`src/rtl/irc_consts.svh`:
```
`ifndef IRC_CONSTS_SVH
`define IRC_CONSTS_SVH
// Register byte offsets
`define IRC_A_IFMODE    12'h000
`define IRC_A_NETCFG    12'h004
`define IRC_A_NETIP     12'h008
`define IRC_A_NETMASK   12'h00C
`define IRC_A_NETGW     12'h010
`define IRC_A_NETDNS1   12'h014
`define IRC_A_NETDNS2   12'h018
`define IRC_A_NETSTRLEN 12'h01C
`define IRC_A_NETSTAT   12'h020
`define IRC_A_NSTIP     12'h024
`define IRC_A_NSTDNS2   12'h034
`define IRC_A_OPCOND    12'h040
`define IRC_A_OPMASK    12'h044
`define IRC_A_OPEVENT   12'h048
`define IRC_A_RDGFLAG   12'h060
`define IRC_A_RELAY1    12'h070
`define IRC_A_RELAY2    12'h074
`define IRC_A_RELAY_STATE_QUERY   12'h078
`define IRC_A_OUTBASE   12'h080
`define IRC_A_CURVE     12'h100
`define IRC_A_CRVPT1    12'h104
`define IRC_A_CRVPT6    12'h118
// Per-output sub-register index (output block stride 0x20)
`define IRC_S_MODE      3'h0
`define IRC_S_MOUT      3'h1
`define IRC_S_SETPOINT_CMD      3'h2
`define IRC_S_PGAIN     3'h3
`define IRC_S_IGAIN     3'h4
`define IRC_S_DGAIN     3'h5
`define IRC_S_RAMP      3'h6
`define IRC_S_WORKSP    3'h7
// Field limits
`define IRC_IFMODE_MAX  2'h2
`define IRC_INPUT_MAX   3'h4
`define IRC_MOUT_MAX    16'h2710
`define IRC_RATE_MAX    10'h3E8
`define IRC_HOST_MAX    4'hF
`define IRC_DOMAIN_MAX  7'h40
`define IRC_DESC_MAX    6'h20
`define IRC_SN_MAX      4'hA
`define IRC_DEST_MIN    8'h15
`define IRC_DEST_MAX    8'h3B
// Reset values
`define IRC_RST_WORD    32'h0000_0000
`define IRC_RST_MASK    8'h00
// Timing
`define IRC_CLK_HZ      64'd50000000
`define IRC_RAMP_TICK_MS 64'd60
`define IRC_RAMP_TICK_CYC ((`IRC_RAMP_TICK_MS * `IRC_CLK_HZ) / 64'd1000)
`endif

```
`src/rtl/irc_pkg.sv`:
```
package irc_pkg;
  typedef enum logic [2:0] {
    IRC_OM_OFF, IRC_OM_PID, IRC_OM_ZONE, IRC_OM_OPEN, IRC_OM_MONITOR, IRC_OM_WARMUP
  } irc_out_mode_type;
  typedef enum logic [1:0] {
    IRC_IF_LOCAL, IRC_IF_REMOTE, IRC_IF_LOCKOUT
  } irc_if_mode_type;
  typedef enum logic [1:0] {
    IRC_RL_OFF, IRC_RL_ON, IRC_RL_ALARM
  } irc_relay_mode_type;
  typedef enum logic [1:0] {
    IRC_AL_LOW, IRC_AL_HIGH, IRC_AL_BOTH
  } irc_alarm_type;
endpackage

```
`src/rtl/irc_unit.sv`:
```
`timescale 1ns/100ps
`include "irc_consts.svh"
// How it works
// Interface mode accepts 0 local, 1 remote, 2 lockout; reads back.
// Manual output per output, effective only in PID, zone or open loop.
// Network flags, five addresses and string lengths capped 15, 64, 32.
// Network status reports link code 0 to 9.
// Unconfigured network reports zero addresses on the status view.
// Enable mask gates event bits onto the summary; condition, mask readable.
// Event bits latch on condition and clear when read, except bits whose condition is present in the read cycle.
// Each output holds a control mode code 0 to 5.
// Each output holds control input 0 none, 1 to 4 inputs A to D.
// Each output holds a power-up enable flag.
// Modes 1,2 only on outputs 1,2; modes 4,5 only on outputs 3,4.
// P, I, D stored per output and only read back.
// Ramp on/off and rate 0.1 to 100 K/min; zero rate means off.
// Working setpoint moves toward target at stored rate, up or down.
// Ramp status is 1 while working setpoint still moves, else 0.
// Range 0 to 3 on outputs 1,2; 0 or 1 on outputs 3,4.
// Range ignored in off mode; monitor mode always on.
// Reading flags per input at bits 0, 4, 5, 6, 7; zero means valid.
// Relay in alarm mode follows chosen input alarm: low, high or either.
// Relay state reads 0 off, 1 on for relay 1 or 2.
// Setpoint per output; outputs 3,4 honour it only in warmup mode.
// Curve generation: standard 1, 6 or 7, user curve 21-59, serial 10 max.
// Every writable register reads back its last accepted values in command order; status views show live state.
module irc_unit import irc_pkg::*; #(
  parameter int unsigned RAMP_TICK_CYC = 32'(`IRC_RAMP_TICK_CYC)
) (
  // Clock and reset
  input  wire logic          CLK,
  input  wire logic          RESET_N,
  // APB slave
  input  wire logic          PSEL,
  input  wire logic          PENABLE,
  input  wire logic          PWRITE,
  input  wire logic [11:0]   PADDR,
  input  wire logic [31:0]   PWDATA,
  output logic      [31:0]   PRDATA,
  output logic               PREADY,
  output logic               PSLVERR,
  // Status pins from the instrument
  input  wire logic [3:0]    LINK_STATE,
  input  wire logic          NET_UNCONF,
  input  wire logic [7:0]    OP_COND,
  input  wire logic [19:0]   RDG_FLAGS,
  input  wire logic [3:0]    ALARM_LO,
  input  wire logic [3:0]    ALARM_HI,
  // Controls toward the instrument
  output logic      [1:0]    IF_MODE,
  output logic               NET_DYN,
  output logic               NET_AUTO,
  output logic               OP_SUMMARY,
  output logic      [11:0]   OUT_MODE,
  output logic      [11:0]   OUT_INPUT,
  output logic      [3:0]    OUT_PUP_EN,
  output logic      [3:0]    OUT_ON,
  output logic      [63:0]   MOUT_EFF,
  output logic      [127:0]  WORK_SP,
  output logic      [3:0]    SP_ACTIVE,
  output logic      [3:0]    RAMPING,
  output logic      [1:0]    RELAY_ON,
  output logic               CURVE_GO,
  output logic      [7:0]    CURVE_STD,
  output logic      [7:0]    CURVE_DEST
);
  localparam int SW = 44;

  // Pin synchronisers; only the second stage is read
  logic [SW-1:0] sync1_r;
  logic [SW-1:0] sync2_r;
  always_ff @(posedge CLK or negedge RESET_N) begin
    if (!RESET_N) begin
      sync1_r <= '0;
      sync2_r <= '0;
    end else begin
      sync1_r <= {LINK_STATE, NET_UNCONF, OP_COND, RDG_FLAGS, ALARM_LO, ALARM_HI, 3'h0};
      sync2_r <= sync1_r;
    end
  end
  logic [3:0]  link_s;
  logic        unconf_s;
  logic [7:0]  cond_s;
  logic [19:0] rdg_s;
  logic [3:0]  alo_s;
  logic [3:0]  ahi_s;
  assign link_s   = sync2_r[43:40];
  assign unconf_s = sync2_r[39];
  assign cond_s   = sync2_r[38:31];
  assign rdg_s    = sync2_r[30:11];
  assign alo_s    = sync2_r[10:7];
  assign ahi_s    = sync2_r[6:3];

  // Stored settings
  logic [1:0]  ifmode_r;
  logic [1:0]  netcfg_r;
  logic [31:0] netaddr_r [5];
  logic [31:0] strlen_r;
  logic [7:0]  opmask_r;
  logic [7:0]  opevent_r;
  logic        summary_r;
  logic [5:0]  relay_r [2];
  logic [1:0]  relay_on_r;
  logic [19:0] curve_r;
  logic [31:0] crvpt_r [6];
  logic        curve_go_r;
  logic [2:0]  mode_r [4];
  logic [2:0]  inp_r [4];
  logic        pup_r [4];
  logic [1:0]  rng_r [4];
  logic [15:0] mout_r [4];
  logic [31:0] setpoint_cmd_r [4];
  logic [15:0] pg_r [4];
  logic [15:0] ig_r [4];
  logic [15:0] dg_r [4];
  logic        ramp_en_r [4];
  logic [9:0]  rate_r [4];
  logic [31:0] work_r [4];
  logic [3:0]  moving;

  // Bus decode
  logic        acc;
  logic        in_out;
  logic [1:0]  oi;
  logic [2:0]  sub;
  logic        mapped;
  logic        ro;
  logic        bad;
  logic        wr;
  logic        rd_event;
  logic [31:0] rdata;
  assign acc    = PSEL & PENABLE;
  assign in_out = PADDR[11:7] == 5'h01;
  assign oi     = PADDR[6:5];
  assign sub    = PADDR[4:2];

  always_comb begin
    mapped = 1'b1;
    ro     = 1'b0;
    bad    = 1'b0;
    rdata  = '0;
    if (PADDR[1:0] != 2'h0) begin
      mapped = 1'b0;
    end else if (in_out) begin
      case (sub)
        `IRC_S_MODE: begin
          rdata = {15'h0, moving[oi], 2'h0, rng_r[oi], 3'h0, pup_r[oi],
                   1'b0, inp_r[oi], 1'b0, mode_r[oi]};
          if (PWDATA[2:0] > 3'h5 || PWDATA[6:4] > `IRC_INPUT_MAX) bad = 1'b1;
          if (oi[1] && (PWDATA[2:0] == 3'h1 || PWDATA[2:0] == 3'h2)) bad = 1'b1;
          if (!oi[1] && (PWDATA[2:0] == 3'h4 || PWDATA[2:0] == 3'h5)) bad = 1'b1;
          if (oi[1] && PWDATA[13]) bad = 1'b1;
        end
        `IRC_S_MOUT: begin
          rdata = {16'h0, mout_r[oi]};
          if (PWDATA[15:0] > `IRC_MOUT_MAX) bad = 1'b1;
        end
        `IRC_S_SETPOINT_CMD:  rdata = setpoint_cmd_r[oi];
        `IRC_S_PGAIN: rdata = {16'h0, pg_r[oi]};
        `IRC_S_IGAIN: rdata = {16'h0, ig_r[oi]};
        `IRC_S_DGAIN: rdata = {16'h0, dg_r[oi]};
        `IRC_S_RAMP: begin
          rdata = {6'h0, rate_r[oi], 15'h0, ramp_en_r[oi]};
          if (oi[1] || PWDATA[25:16] > `IRC_RATE_MAX) bad = 1'b1;
        end
        default: begin
          rdata = work_r[oi];
          ro    = 1'b1;
        end
      endcase
    end else begin
      case (PADDR)
        `IRC_A_IFMODE: begin
          rdata = {30'h0, ifmode_r};
          if (PWDATA > 32'(`IRC_IFMODE_MAX)) bad = 1'b1;
        end
        `IRC_A_NETCFG:  rdata = {30'h0, netcfg_r};
        `IRC_A_NETIP:   rdata = netaddr_r[0];
        `IRC_A_NETMASK: rdata = netaddr_r[1];
        `IRC_A_NETGW:   rdata = netaddr_r[2];
        `IRC_A_NETDNS1: rdata = netaddr_r[3];
        `IRC_A_NETDNS2: rdata = netaddr_r[4];
        `IRC_A_NETSTRLEN: begin
          rdata = strlen_r;
          if (PWDATA[3:0] > `IRC_HOST_MAX || PWDATA[14:8] > `IRC_DOMAIN_MAX
              || PWDATA[21:16] > `IRC_DESC_MAX) bad = 1'b1;
        end
        `IRC_A_NETSTAT: begin
          rdata = {28'h0, link_s};
          ro    = 1'b1;
        end
        `IRC_A_OPCOND: begin
          rdata = {24'h0, cond_s};
          ro    = 1'b1;
        end
        `IRC_A_OPMASK: rdata = {24'h0, opmask_r};
        `IRC_A_OPEVENT: begin
          rdata = {24'h0, opevent_r};
          ro    = 1'b1;
        end
        `IRC_A_RELAY1, `IRC_A_RELAY2: begin
          rdata = {26'h0, relay_r[PADDR[2]]};
          if (PWDATA[1:0] == 2'h3 || PWDATA[5:4] == 2'h3) bad = 1'b1;
        end
        `IRC_A_RELAY_STATE_QUERY: begin
          rdata = {30'h0, relay_on_r};
          ro    = 1'b1;
        end
        `IRC_A_CURVE: begin
          rdata = {12'h0, curve_r};
          if (!(PWDATA[7:0] == 8'h01 || PWDATA[7:0] == 8'h06 || PWDATA[7:0] == 8'h07)
              || PWDATA[15:8] < `IRC_DEST_MIN || PWDATA[15:8] > `IRC_DEST_MAX
              || PWDATA[19:16] > `IRC_SN_MAX) bad = 1'b1;
        end
        default: begin
          ro = 1'b1;
          if (PADDR >= `IRC_A_NSTIP && PADDR <= `IRC_A_NSTDNS2) begin
            rdata = unconf_s ? '0 : netaddr_r[3'(PADDR[4:2] - 3'h1)];
          end else if (PADDR >= `IRC_A_RDGFLAG && PADDR < `IRC_A_RELAY1) begin
            rdata = {24'h0, rdg_s[5*PADDR[3:2]+4], rdg_s[5*PADDR[3:2]+3],
                     rdg_s[5*PADDR[3:2]+2], rdg_s[5*PADDR[3:2]+1],
                     3'h0, rdg_s[5*PADDR[3:2]]};
          end else if (PADDR >= `IRC_A_CRVPT1 && PADDR <= `IRC_A_CRVPT6) begin
            rdata = crvpt_r[3'(PADDR[4:2] - 3'h1)];
            ro    = 1'b0;
          end else begin
            mapped = 1'b0;
          end
        end
      endcase
    end
  end

  // Reads take one wait state so that PRDATA comes straight from a flip-flop
  logic        rd_hold_r;
  always_ff @(posedge CLK or negedge RESET_N) begin
    if (!RESET_N) rd_hold_r <= 1'b0;
    else rd_hold_r <= acc & !PWRITE & !rd_hold_r;
  end

  assign PREADY   = PWRITE | rd_hold_r;
  assign PSLVERR  = acc & (!mapped | (PWRITE & (ro | bad)));
  assign wr       = acc & PWRITE & mapped & !ro & !bad;
  assign rd_event = acc & !PWRITE & !rd_hold_r & (PADDR == `IRC_A_OPEVENT);

  always_ff @(posedge CLK or negedge RESET_N) begin
    if (!RESET_N) PRDATA <= `IRC_RST_WORD;
    else if (acc && !PWRITE && !rd_hold_r) PRDATA <= mapped ? rdata : '0;
  end

  // Global settings
  always_ff @(posedge CLK or negedge RESET_N) begin
    if (!RESET_N) begin
      ifmode_r <= 2'h0;
      netcfg_r <= 2'h0;
      strlen_r <= `IRC_RST_WORD;
      opmask_r <= `IRC_RST_MASK;
      for (int k = 0; k < 5; k++) netaddr_r[k] <= `IRC_RST_WORD;
    end else if (wr && !in_out) begin
      case (PADDR)
        `IRC_A_IFMODE:    ifmode_r <= PWDATA[1:0];
        `IRC_A_NETCFG:    netcfg_r <= PWDATA[1:0];
        `IRC_A_NETIP:     netaddr_r[0] <= PWDATA;
        `IRC_A_NETMASK:   netaddr_r[1] <= PWDATA;
        `IRC_A_NETGW:     netaddr_r[2] <= PWDATA;
        `IRC_A_NETDNS1:   netaddr_r[3] <= PWDATA;
        `IRC_A_NETDNS2:   netaddr_r[4] <= PWDATA;
        `IRC_A_NETSTRLEN: strlen_r <= PWDATA & 32'h003F_7F0F;
        `IRC_A_OPMASK:    opmask_r <= PWDATA[7:0];
        default: ;
      endcase
    end
  end

  // Event latch: a condition seen in the read cycle survives the clear
  always_ff @(posedge CLK or negedge RESET_N) begin
    if (!RESET_N) begin
      opevent_r <= 8'h00;
      summary_r <= 1'b0;
    end else begin
      opevent_r <= (rd_event ? 8'h00 : opevent_r) | cond_s;
      summary_r <= |(opevent_r & opmask_r);
    end
  end

  // Relays
  always_ff @(posedge CLK or negedge RESET_N) begin
    if (!RESET_N) begin
      relay_r[0] <= 6'h00;
      relay_r[1] <= 6'h00;
      relay_on_r <= 2'h0;
    end else begin
      if (wr && !in_out && (PADDR == `IRC_A_RELAY1 || PADDR == `IRC_A_RELAY2))
        relay_r[PADDR[2]] <= PWDATA[5:0];
      for (int k = 0; k < 2; k++) begin
        case (irc_relay_mode_type'(relay_r[k][1:0]))
          IRC_RL_ON:    relay_on_r[k] <= 1'b1;
          IRC_RL_ALARM: relay_on_r[k] <=
            (relay_r[k][5:4] != 2'(IRC_AL_HIGH) && alo_s[relay_r[k][3:2]]) ||
            (relay_r[k][5:4] != 2'(IRC_AL_LOW) && ahi_s[relay_r[k][3:2]]);
          default:      relay_on_r[k] <= 1'b0;
        endcase
      end
    end
  end

  // Curve generation request; the go pulse fires on an accepted command write
  always_ff @(posedge CLK or negedge RESET_N) begin
    if (!RESET_N) begin
      curve_r    <= 20'h0;
      curve_go_r <= 1'b0;
      for (int k = 0; k < 6; k++) crvpt_r[k] <= `IRC_RST_WORD;
    end else begin
      curve_go_r <= wr && !in_out && PADDR == `IRC_A_CURVE;
      if (wr && !in_out && PADDR == `IRC_A_CURVE) curve_r <= PWDATA[19:0];
      if (wr && !in_out && PADDR >= `IRC_A_CRVPT1 && PADDR <= `IRC_A_CRVPT6)
        crvpt_r[3'(PADDR[4:2] - 3'h1)] <= PWDATA;
    end
  end

  // Ramp tick shared by both heater loops
  logic [31:0] tick_cnt_r;
  logic        tick_r;
  always_ff @(posedge CLK or negedge RESET_N) begin
    if (!RESET_N) begin
      tick_cnt_r <= 32'h0;
      tick_r     <= 1'b0;
    end else begin
      tick_r     <= tick_cnt_r == RAMP_TICK_CYC - 1;
      tick_cnt_r <= (tick_cnt_r == RAMP_TICK_CYC - 1) ? 32'h0 : tick_cnt_r + 32'h1;
    end
  end

  // Per-output settings and loop outputs
  for (genvar g = 0; g < 4; g++) begin : g_out
    logic        sel;
    logic        ramp_live;
    logic [31:0] diff;
    logic [31:0] step;
    logic        on_r;
    logic [15:0] meff_r;
    logic        spact_r;
    assign sel       = wr && in_out && oi == 2'(g);
    assign ramp_live = (g < 2) && ramp_en_r[g] && rate_r[g] != 10'h0;
    assign step      = {22'h0, rate_r[g]};
    assign diff      = $signed(setpoint_cmd_r[g]) > $signed(work_r[g]) ?
                       setpoint_cmd_r[g] - work_r[g] : work_r[g] - setpoint_cmd_r[g];
    assign moving[g] = (g < 2) && work_r[g] != setpoint_cmd_r[g];

    always_ff @(posedge CLK or negedge RESET_N) begin
      if (!RESET_N) begin
        mode_r[g]    <= 3'h0;
        inp_r[g]     <= 3'h0;
        pup_r[g]     <= 1'b0;
        rng_r[g]     <= 2'h0;
        mout_r[g]    <= 16'h0;
        setpoint_cmd_r[g]    <= `IRC_RST_WORD;
        pg_r[g]      <= 16'h0;
        ig_r[g]      <= 16'h0;
        dg_r[g]      <= 16'h0;
        ramp_en_r[g] <= 1'b0;
        rate_r[g]    <= 10'h0;
      end else if (sel) begin
        case (sub)
          `IRC_S_MODE: begin
            mode_r[g] <= PWDATA[2:0];
            inp_r[g]  <= PWDATA[6:4];
            pup_r[g]  <= PWDATA[8];
            rng_r[g]  <= PWDATA[13:12];
          end
          `IRC_S_MOUT:  mout_r[g] <= PWDATA[15:0];
          `IRC_S_SETPOINT_CMD:  setpoint_cmd_r[g] <= PWDATA;
          `IRC_S_PGAIN: pg_r[g] <= PWDATA[15:0];
          `IRC_S_IGAIN: ig_r[g] <= PWDATA[15:0];
          `IRC_S_DGAIN: dg_r[g] <= PWDATA[15:0];
          `IRC_S_RAMP: begin
            ramp_en_r[g] <= PWDATA[0];
            rate_r[g]    <= PWDATA[25:16];
          end
          default: ;
        endcase
      end
    end

    // Working setpoint steps once per tick, clamped so it never overshoots
    always_ff @(posedge CLK or negedge RESET_N) begin
      if (!RESET_N) begin
        work_r[g] <= `IRC_RST_WORD;
      end else if (!ramp_live) begin
        work_r[g] <= setpoint_cmd_r[g];
      end else if (tick_r && work_r[g] != setpoint_cmd_r[g]) begin
        if (diff <= step) work_r[g] <= setpoint_cmd_r[g];
        else if ($signed(setpoint_cmd_r[g]) > $signed(work_r[g])) work_r[g] <= work_r[g] + step;
        else work_r[g] <= work_r[g] - step;
      end
    end

    always_ff @(posedge CLK or negedge RESET_N) begin
      if (!RESET_N) begin
        on_r    <= 1'b0;
        meff_r  <= 16'h0;
        spact_r <= 1'b0;
      end else begin
        on_r <= mode_r[g] == 3'(IRC_OM_MONITOR) ||
                (mode_r[g] != 3'(IRC_OM_OFF) && rng_r[g] != 2'h0);
        meff_r <= (mode_r[g] == 3'(IRC_OM_PID) || mode_r[g] == 3'(IRC_OM_ZONE) ||
                   mode_r[g] == 3'(IRC_OM_OPEN)) ? mout_r[g] : 16'h0;
        spact_r <= (g < 2) ? mode_r[g] != 3'(IRC_OM_OFF)
                           : mode_r[g] == 3'(IRC_OM_WARMUP);
      end
    end

    assign OUT_MODE[3*g +: 3]  = mode_r[g];
    assign OUT_INPUT[3*g +: 3] = inp_r[g];
    assign OUT_PUP_EN[g]       = pup_r[g];
    assign OUT_ON[g]           = on_r;
    assign MOUT_EFF[16*g +: 16] = meff_r;
    assign WORK_SP[32*g +: 32] = work_r[g];
    assign SP_ACTIVE[g]        = spact_r;
    assign RAMPING[g]          = moving[g];
  end

  assign IF_MODE    = ifmode_r;
  assign NET_DYN    = netcfg_r[0];
  assign NET_AUTO   = netcfg_r[1];
  assign OP_SUMMARY = summary_r;
  assign RELAY_ON   = relay_on_r;
  assign CURVE_GO   = curve_go_r;
  assign CURVE_STD  = curve_r[7:0];
  assign CURVE_DEST = curve_r[15:8];
endmodule

```
`config.mk`:
```
export PLATFORM = sky130hd
export DESIGN_NAME = irc_unit
export DESIGN_NICKNAME = d
export VERILOG_FILES = /design/src/rtl/irc_pkg.sv /design/src/rtl/irc_unit.sv
export VERILOG_INCLUDE_DIRS = /design/src /design/src/rtl
export SDC_FILE = /design/constraint.sdc
export NUM_CORES = 2
export LEC_CHECK = 0
export ABC_AREA = 1
export BUFFER_PORTS_ARGS = -buffer_cell sky130_fd_sc_hd__buf_2
export CORE_UTILIZATION = 32
export CTS_CLUSTER_DIAMETER = 200
export DETAILED_ROUTE_END_ITERATION = 6
export PLACE_DENSITY = 0.52
export SLEW_MARGIN = 15
export SYNTH_ARGS = -nofsm -noshare
export SYNTH_HDL_FRONTEND = slang
export SYNTH_SLANG_ARGS = --single-unit
```
`constraint.sdc`:
```
create_clock -name CLK -period 4.7 [get_ports CLK]
set_input_delay 0.235 -clock CLK [delete_from_list [all_inputs] [get_ports CLK]]
set_output_delay 0.235 -clock CLK [all_outputs]
set_load 0.01 [all_outputs]
```
==> parameters.txt <==
Parameter                              Value

Run status
  Run status ... finished, violations left
  Failing checks ... design-rule violations, negative hold slack

Critical path
  Endpoint type of the worst setup path ... register
  Critical register-to-register path startpoint ... WORK_SP[63]
  CP dominant cell by count ... sky130_fd_sc_hd__nand2_1
  Register-to-Register Setup Slack ... 0.12 ns
  Endpoint of the most critical register-to-register path ... WORK_SP[57]
  Worst Reg-to-Reg Cells ... 26
  Required time at the endpoint of the critical path ... 5.43 ns
  Worst-path maximum fanout ... 6
  Highest-delay cell along the critical path ... sky130_fd_sc_hd__dfrtp_1
  Startpoint kind of the worst setup timing path ... register
  Worst Path Arrival ... 5.31 ns
  CP Class ... reg -> reg
  Max stage delay on crit path ... 0.43 ns

Floorplan
  Number of core rows ... 167
  Total core area ... 207,000 um2
  Die Ht ... 459 um
  Die outline width ... 459 um
  Num ports ... 380
  Initial Utilization ... 0.322
  Total die area ... 211,000 um2

Global route
  Total routing usage reported by global routing ... 0.302
  Via count of the first global-routing pass ... 64.4k
  Antenna violations before repair ... 29
  Global-route wire length before repair ... 462,000 um
  GR Overflow Total ... 0
  Pin count of the biggest net entering global routing ... 136

Clock tree
  Register clock-pin slew on the reported worst setup and hold paths ... 0.07 ns
  Number of buffers on the longest clock path ... 3
  Total clock sinks ... 1,237
  H-tree levels ... 4
  Source-to-sink clock delay at the later pin of the worst-skew pair ... 0.85 ns
  CTS tree ... built
  CTS buffer count ... 145
  Cell chosen for the clock root ... sky130_fd_sc_hd__clkbuf_16

STA
  Highest clock rate ... 0.218 GHz
  Clk_skew ... 0.0358 ns
  Number of endpoints with negative hold slack in the final report ... 7
  Post-route fraction of the period consumed by the critical path ... 0.975
  Tightest hold margin ... -0.00287 ns
  Pins over their slew limit ... 0
  Period minus WS final ... 4.58 ns
  Worst-margin pin slew ... 1.27 ns
  RSZ-0062 raised after global routing ... yes
  Worst slew slack as a fraction of its limit ... 0.153
  Setup violation total in the final timing report ... 0

Yosys
  Share of flip-flops with an asynchronous set or reset after synthesis ... 1.00
  Mean area per synthesized cell ... 7.76 um2
  Sequential share of the synthesized area ... 0.463
  Number of flip-flops and latches in the synthesized netlist ... 1,237
  Post-synthesis instance area ... 66,900 um2
  Primary flip-flop cell chosen by synthesis mapping ... sky130_fd_sc_hd__dfrtp_1
  Yosys warns ... 0
  Number of flops mapped to enable cells by yosys ... 0
  Count of distinct cell types in the synthesized netlist ... 67
  Synthesized instance count ... 8,625

Place
  Total placed instance area ... 76,700 um2
  Total of buffers placed on input and output ports ... 377
  GPL Wtd Cong ... 0.983
  Placed wire-length estimate after detailed placement ... 244,000 um
  Placed Instances ... 12.1k

Cells and area
  Fill cell total of the finished layout ... 21.4k
  Leading cell type in the layout, fill and taps excluded ... sky130_fd_sc_hd__nand2_1
  Area Growth Syn to Fin ... 26.3%
  Final core utilization ... 0.407
  Proportion of layout cells with a drive suffix above 1 ... 0.182
  Commonest cells after routing, fill and taps aside ... sky130_fd_sc_hd__nand2_1, sky130_fd_sc_hd__dfrtp_1, sky130_fd_sc_hd__o21ai_0
  Area occupied by multi-input gates ... 31,900 um2
  Final #Nets ... 9,893
  Non-filler instance count after layout ... 12.5k
  Sequential Area ... 31,000 um2
  Final design instance area without fill ... 84,500 um2

Route
  Total routed wirelength ... 326,000 um
  Vias per cell ... 5.35
  Via count ... 66.8k
  Iteration-0 DRC Markers ... 7,518
  # DRC ... 1
  Number of routed nets with antenna violations ... 0
  Average wire per cell in the routed design ... 26.1 um
  Number of detailed-route iterations in the first pass ... 7

Power
  Worst voltage drop across the vdd grid ... 0.374 mV
  Fraction of power consumed by combinational cells ... 0.063
  Net switching power ... 6.22 mW
  Seq pwr share ... 0.448
  Part of the total power dissipated in the clock network ... 0.488
  Power density normalized to cell area ... 283 nW/um2
  Static Leak ... 42.3 nW
  Fraction of power spent switching nets ... 0.260
  Int Power ... 17.7 mW

Hold path
  Worst hold path type ... in -> async

Run
  Max-cap violation count ... 0
[cell type report]
cell class,instances,share of cell area
tap,2788,0.0413
clock buffer,201,0.0490
antenna,8,0.000237
sequential,1237,0.366
clock inverter,54,0.00868
timing repair buffer,1291,0.115
inverter,944,0.0420
multi-input combinational,5956,0.377
[kinds of logic (layout without fill, tap and decap cells)]
group                      after synthesis  after routing  share of synthesized area
buffers and inverters                 1433           2490                     0.0832
DFF                                   1237           1237                      0.463
AOI/OAI and AO/OA                     2093           2093                      0.180
adders and majority gates              228            228                     0.0433
and+or+nand+nor                       3510           3510                      0.214
muxes                                    3              3                   0.000449
xor gates and xnor gates               120            120                     0.0157
other                                    1             10                  0.0000561
[critical path, delay by kind of cell (launching register included)]
family	cells	cell delay, ns
AO/OA/AOI/OAI	6	1.05
XOR/XNOR	2	0.38
adder cells (fa/ha/maj)	2	0.63
buffers and inverters	4	0.57
flip-flops	1	0.43
AND/OR/NAND/NOR	12	1.37
[what timing repair did]
action                                 CTS  global route
endpoints found under the hold margin  276             0
pin swaps                               22            93
setup buffers                           11            22
setup endpoints to repair               64            64
cloned                                   3             6
hold buffers                            97             0
resized for setup                       86           259
[flip-flops by register name (all words and copies together) (netlist names), 64 cells and up]
register        count
dg_r               64
crvpt_r           192
ig_r               64
WORK_SP           128
pg_r               64
g_out.meff_r       64
netaddr_r         160
setpoint_cmd_r    128
mout_r             64
[metal layers]
metal / GRT usage / part of all wire
met5: 0 / 0.00014
met4: 0.147 / 0.055
met3: 0.0549 / 0.076
met2: 0.476 / 0.45
met1: 0.398 / 0.42
[power groups by stage]
stage | logic, mW | clock network, mW | registers, mW
global route | 1.60 | 12.2 | 10.7
detailed placement | 1.40 | 0 | 10.9
CTS | 1.49 | 11.8 | 10.7
finish | 1.52 | 11.7 | 10.7
global placement | 1.39 | 0 | 10.9
floorplan | 0.512 | 0 | 10.9
[Yosys cell counts, types with 21 or more instances]
cell type,n,area (um2)
sky130_fd_sc_hd__a221oi_1,53,464
sky130_fd_sc_hd__a21oi_1,324,1620
sky130_fd_sc_hd__o221ai_1,46,403
sky130_fd_sc_hd__nand4_1,71,444
sky130_fd_sc_hd__nor2_1,470,1760
sky130_fd_sc_hd__buf_2,58,290
sky130_fd_sc_hd__ha_1,222,2780
sky130_fd_sc_hd__o211ai_1,41,308
sky130_fd_sc_hd__o2111ai_1,21,184
sky130_fd_sc_hd__xnor2_1,45,394
sky130_fd_sc_hd__a22oi_1,120,901
sky130_fd_sc_hd__nand3_1,369,1850
sky130_fd_sc_hd__o21ai_1,88,440
sky130_fd_sc_hd__dfrtp_1,1237,31000
sky130_fd_sc_hd__nor3_1,61,305
sky130_fd_sc_hd__clkbuf_1,367,1380
sky130_fd_sc_hd__a211oi_1,21,158
sky130_fd_sc_hd__buf_4,27,203
sky130_fd_sc_hd__o22ai_1,202,1260
sky130_fd_sc_hd__nor4_1,42,263
sky130_fd_sc_hd__o21ai_0,1029,5150
sky130_fd_sc_hd__buf_1,34,128
sky130_fd_sc_hd__inv_1,925,3470
sky130_fd_sc_hd__nand2_1,2438,9150
sky130_fd_sc_hd__xor2_1,75,657
[per-stage QoR]
step | setup slack, ns | power (mW) | setup TNS, ns
6_report | 0.116 | 23.9 | 0
5_1_grt | -0.0690 | 24.5 | -1.17
4_1_cts | -0.000627 | 24.0 | -0.000627
3_5_place_dp | -0.448 | 12.3 | -15.44
3_3_place_gp | -0.472 | 12.3 | -9.25
2_1_floorplan | 0.0246 | 11.4 | 0
[how the worst max path moves through the flow]
stage	from	to	slack, ns	depth (start not counted)
floorplan	WORK_SP[18]	WORK_SP[24]	0.02	26
global placement	WORK_SP[55]	WORK_SP[56]	-0.47	28
detailed placement	WORK_SP[50]	WORK_SP[56]	-0.45	29
CTS	setpoint_cmd_r[96]	WORK_SP[20]	-0.0006	35
global route	setpoint_cmd_r[96]	WORK_SP[18]	-0.07	35
finish	WORK_SP[63]	WORK_SP[57]	0.12	26
(Power assumes the default switching activity.)
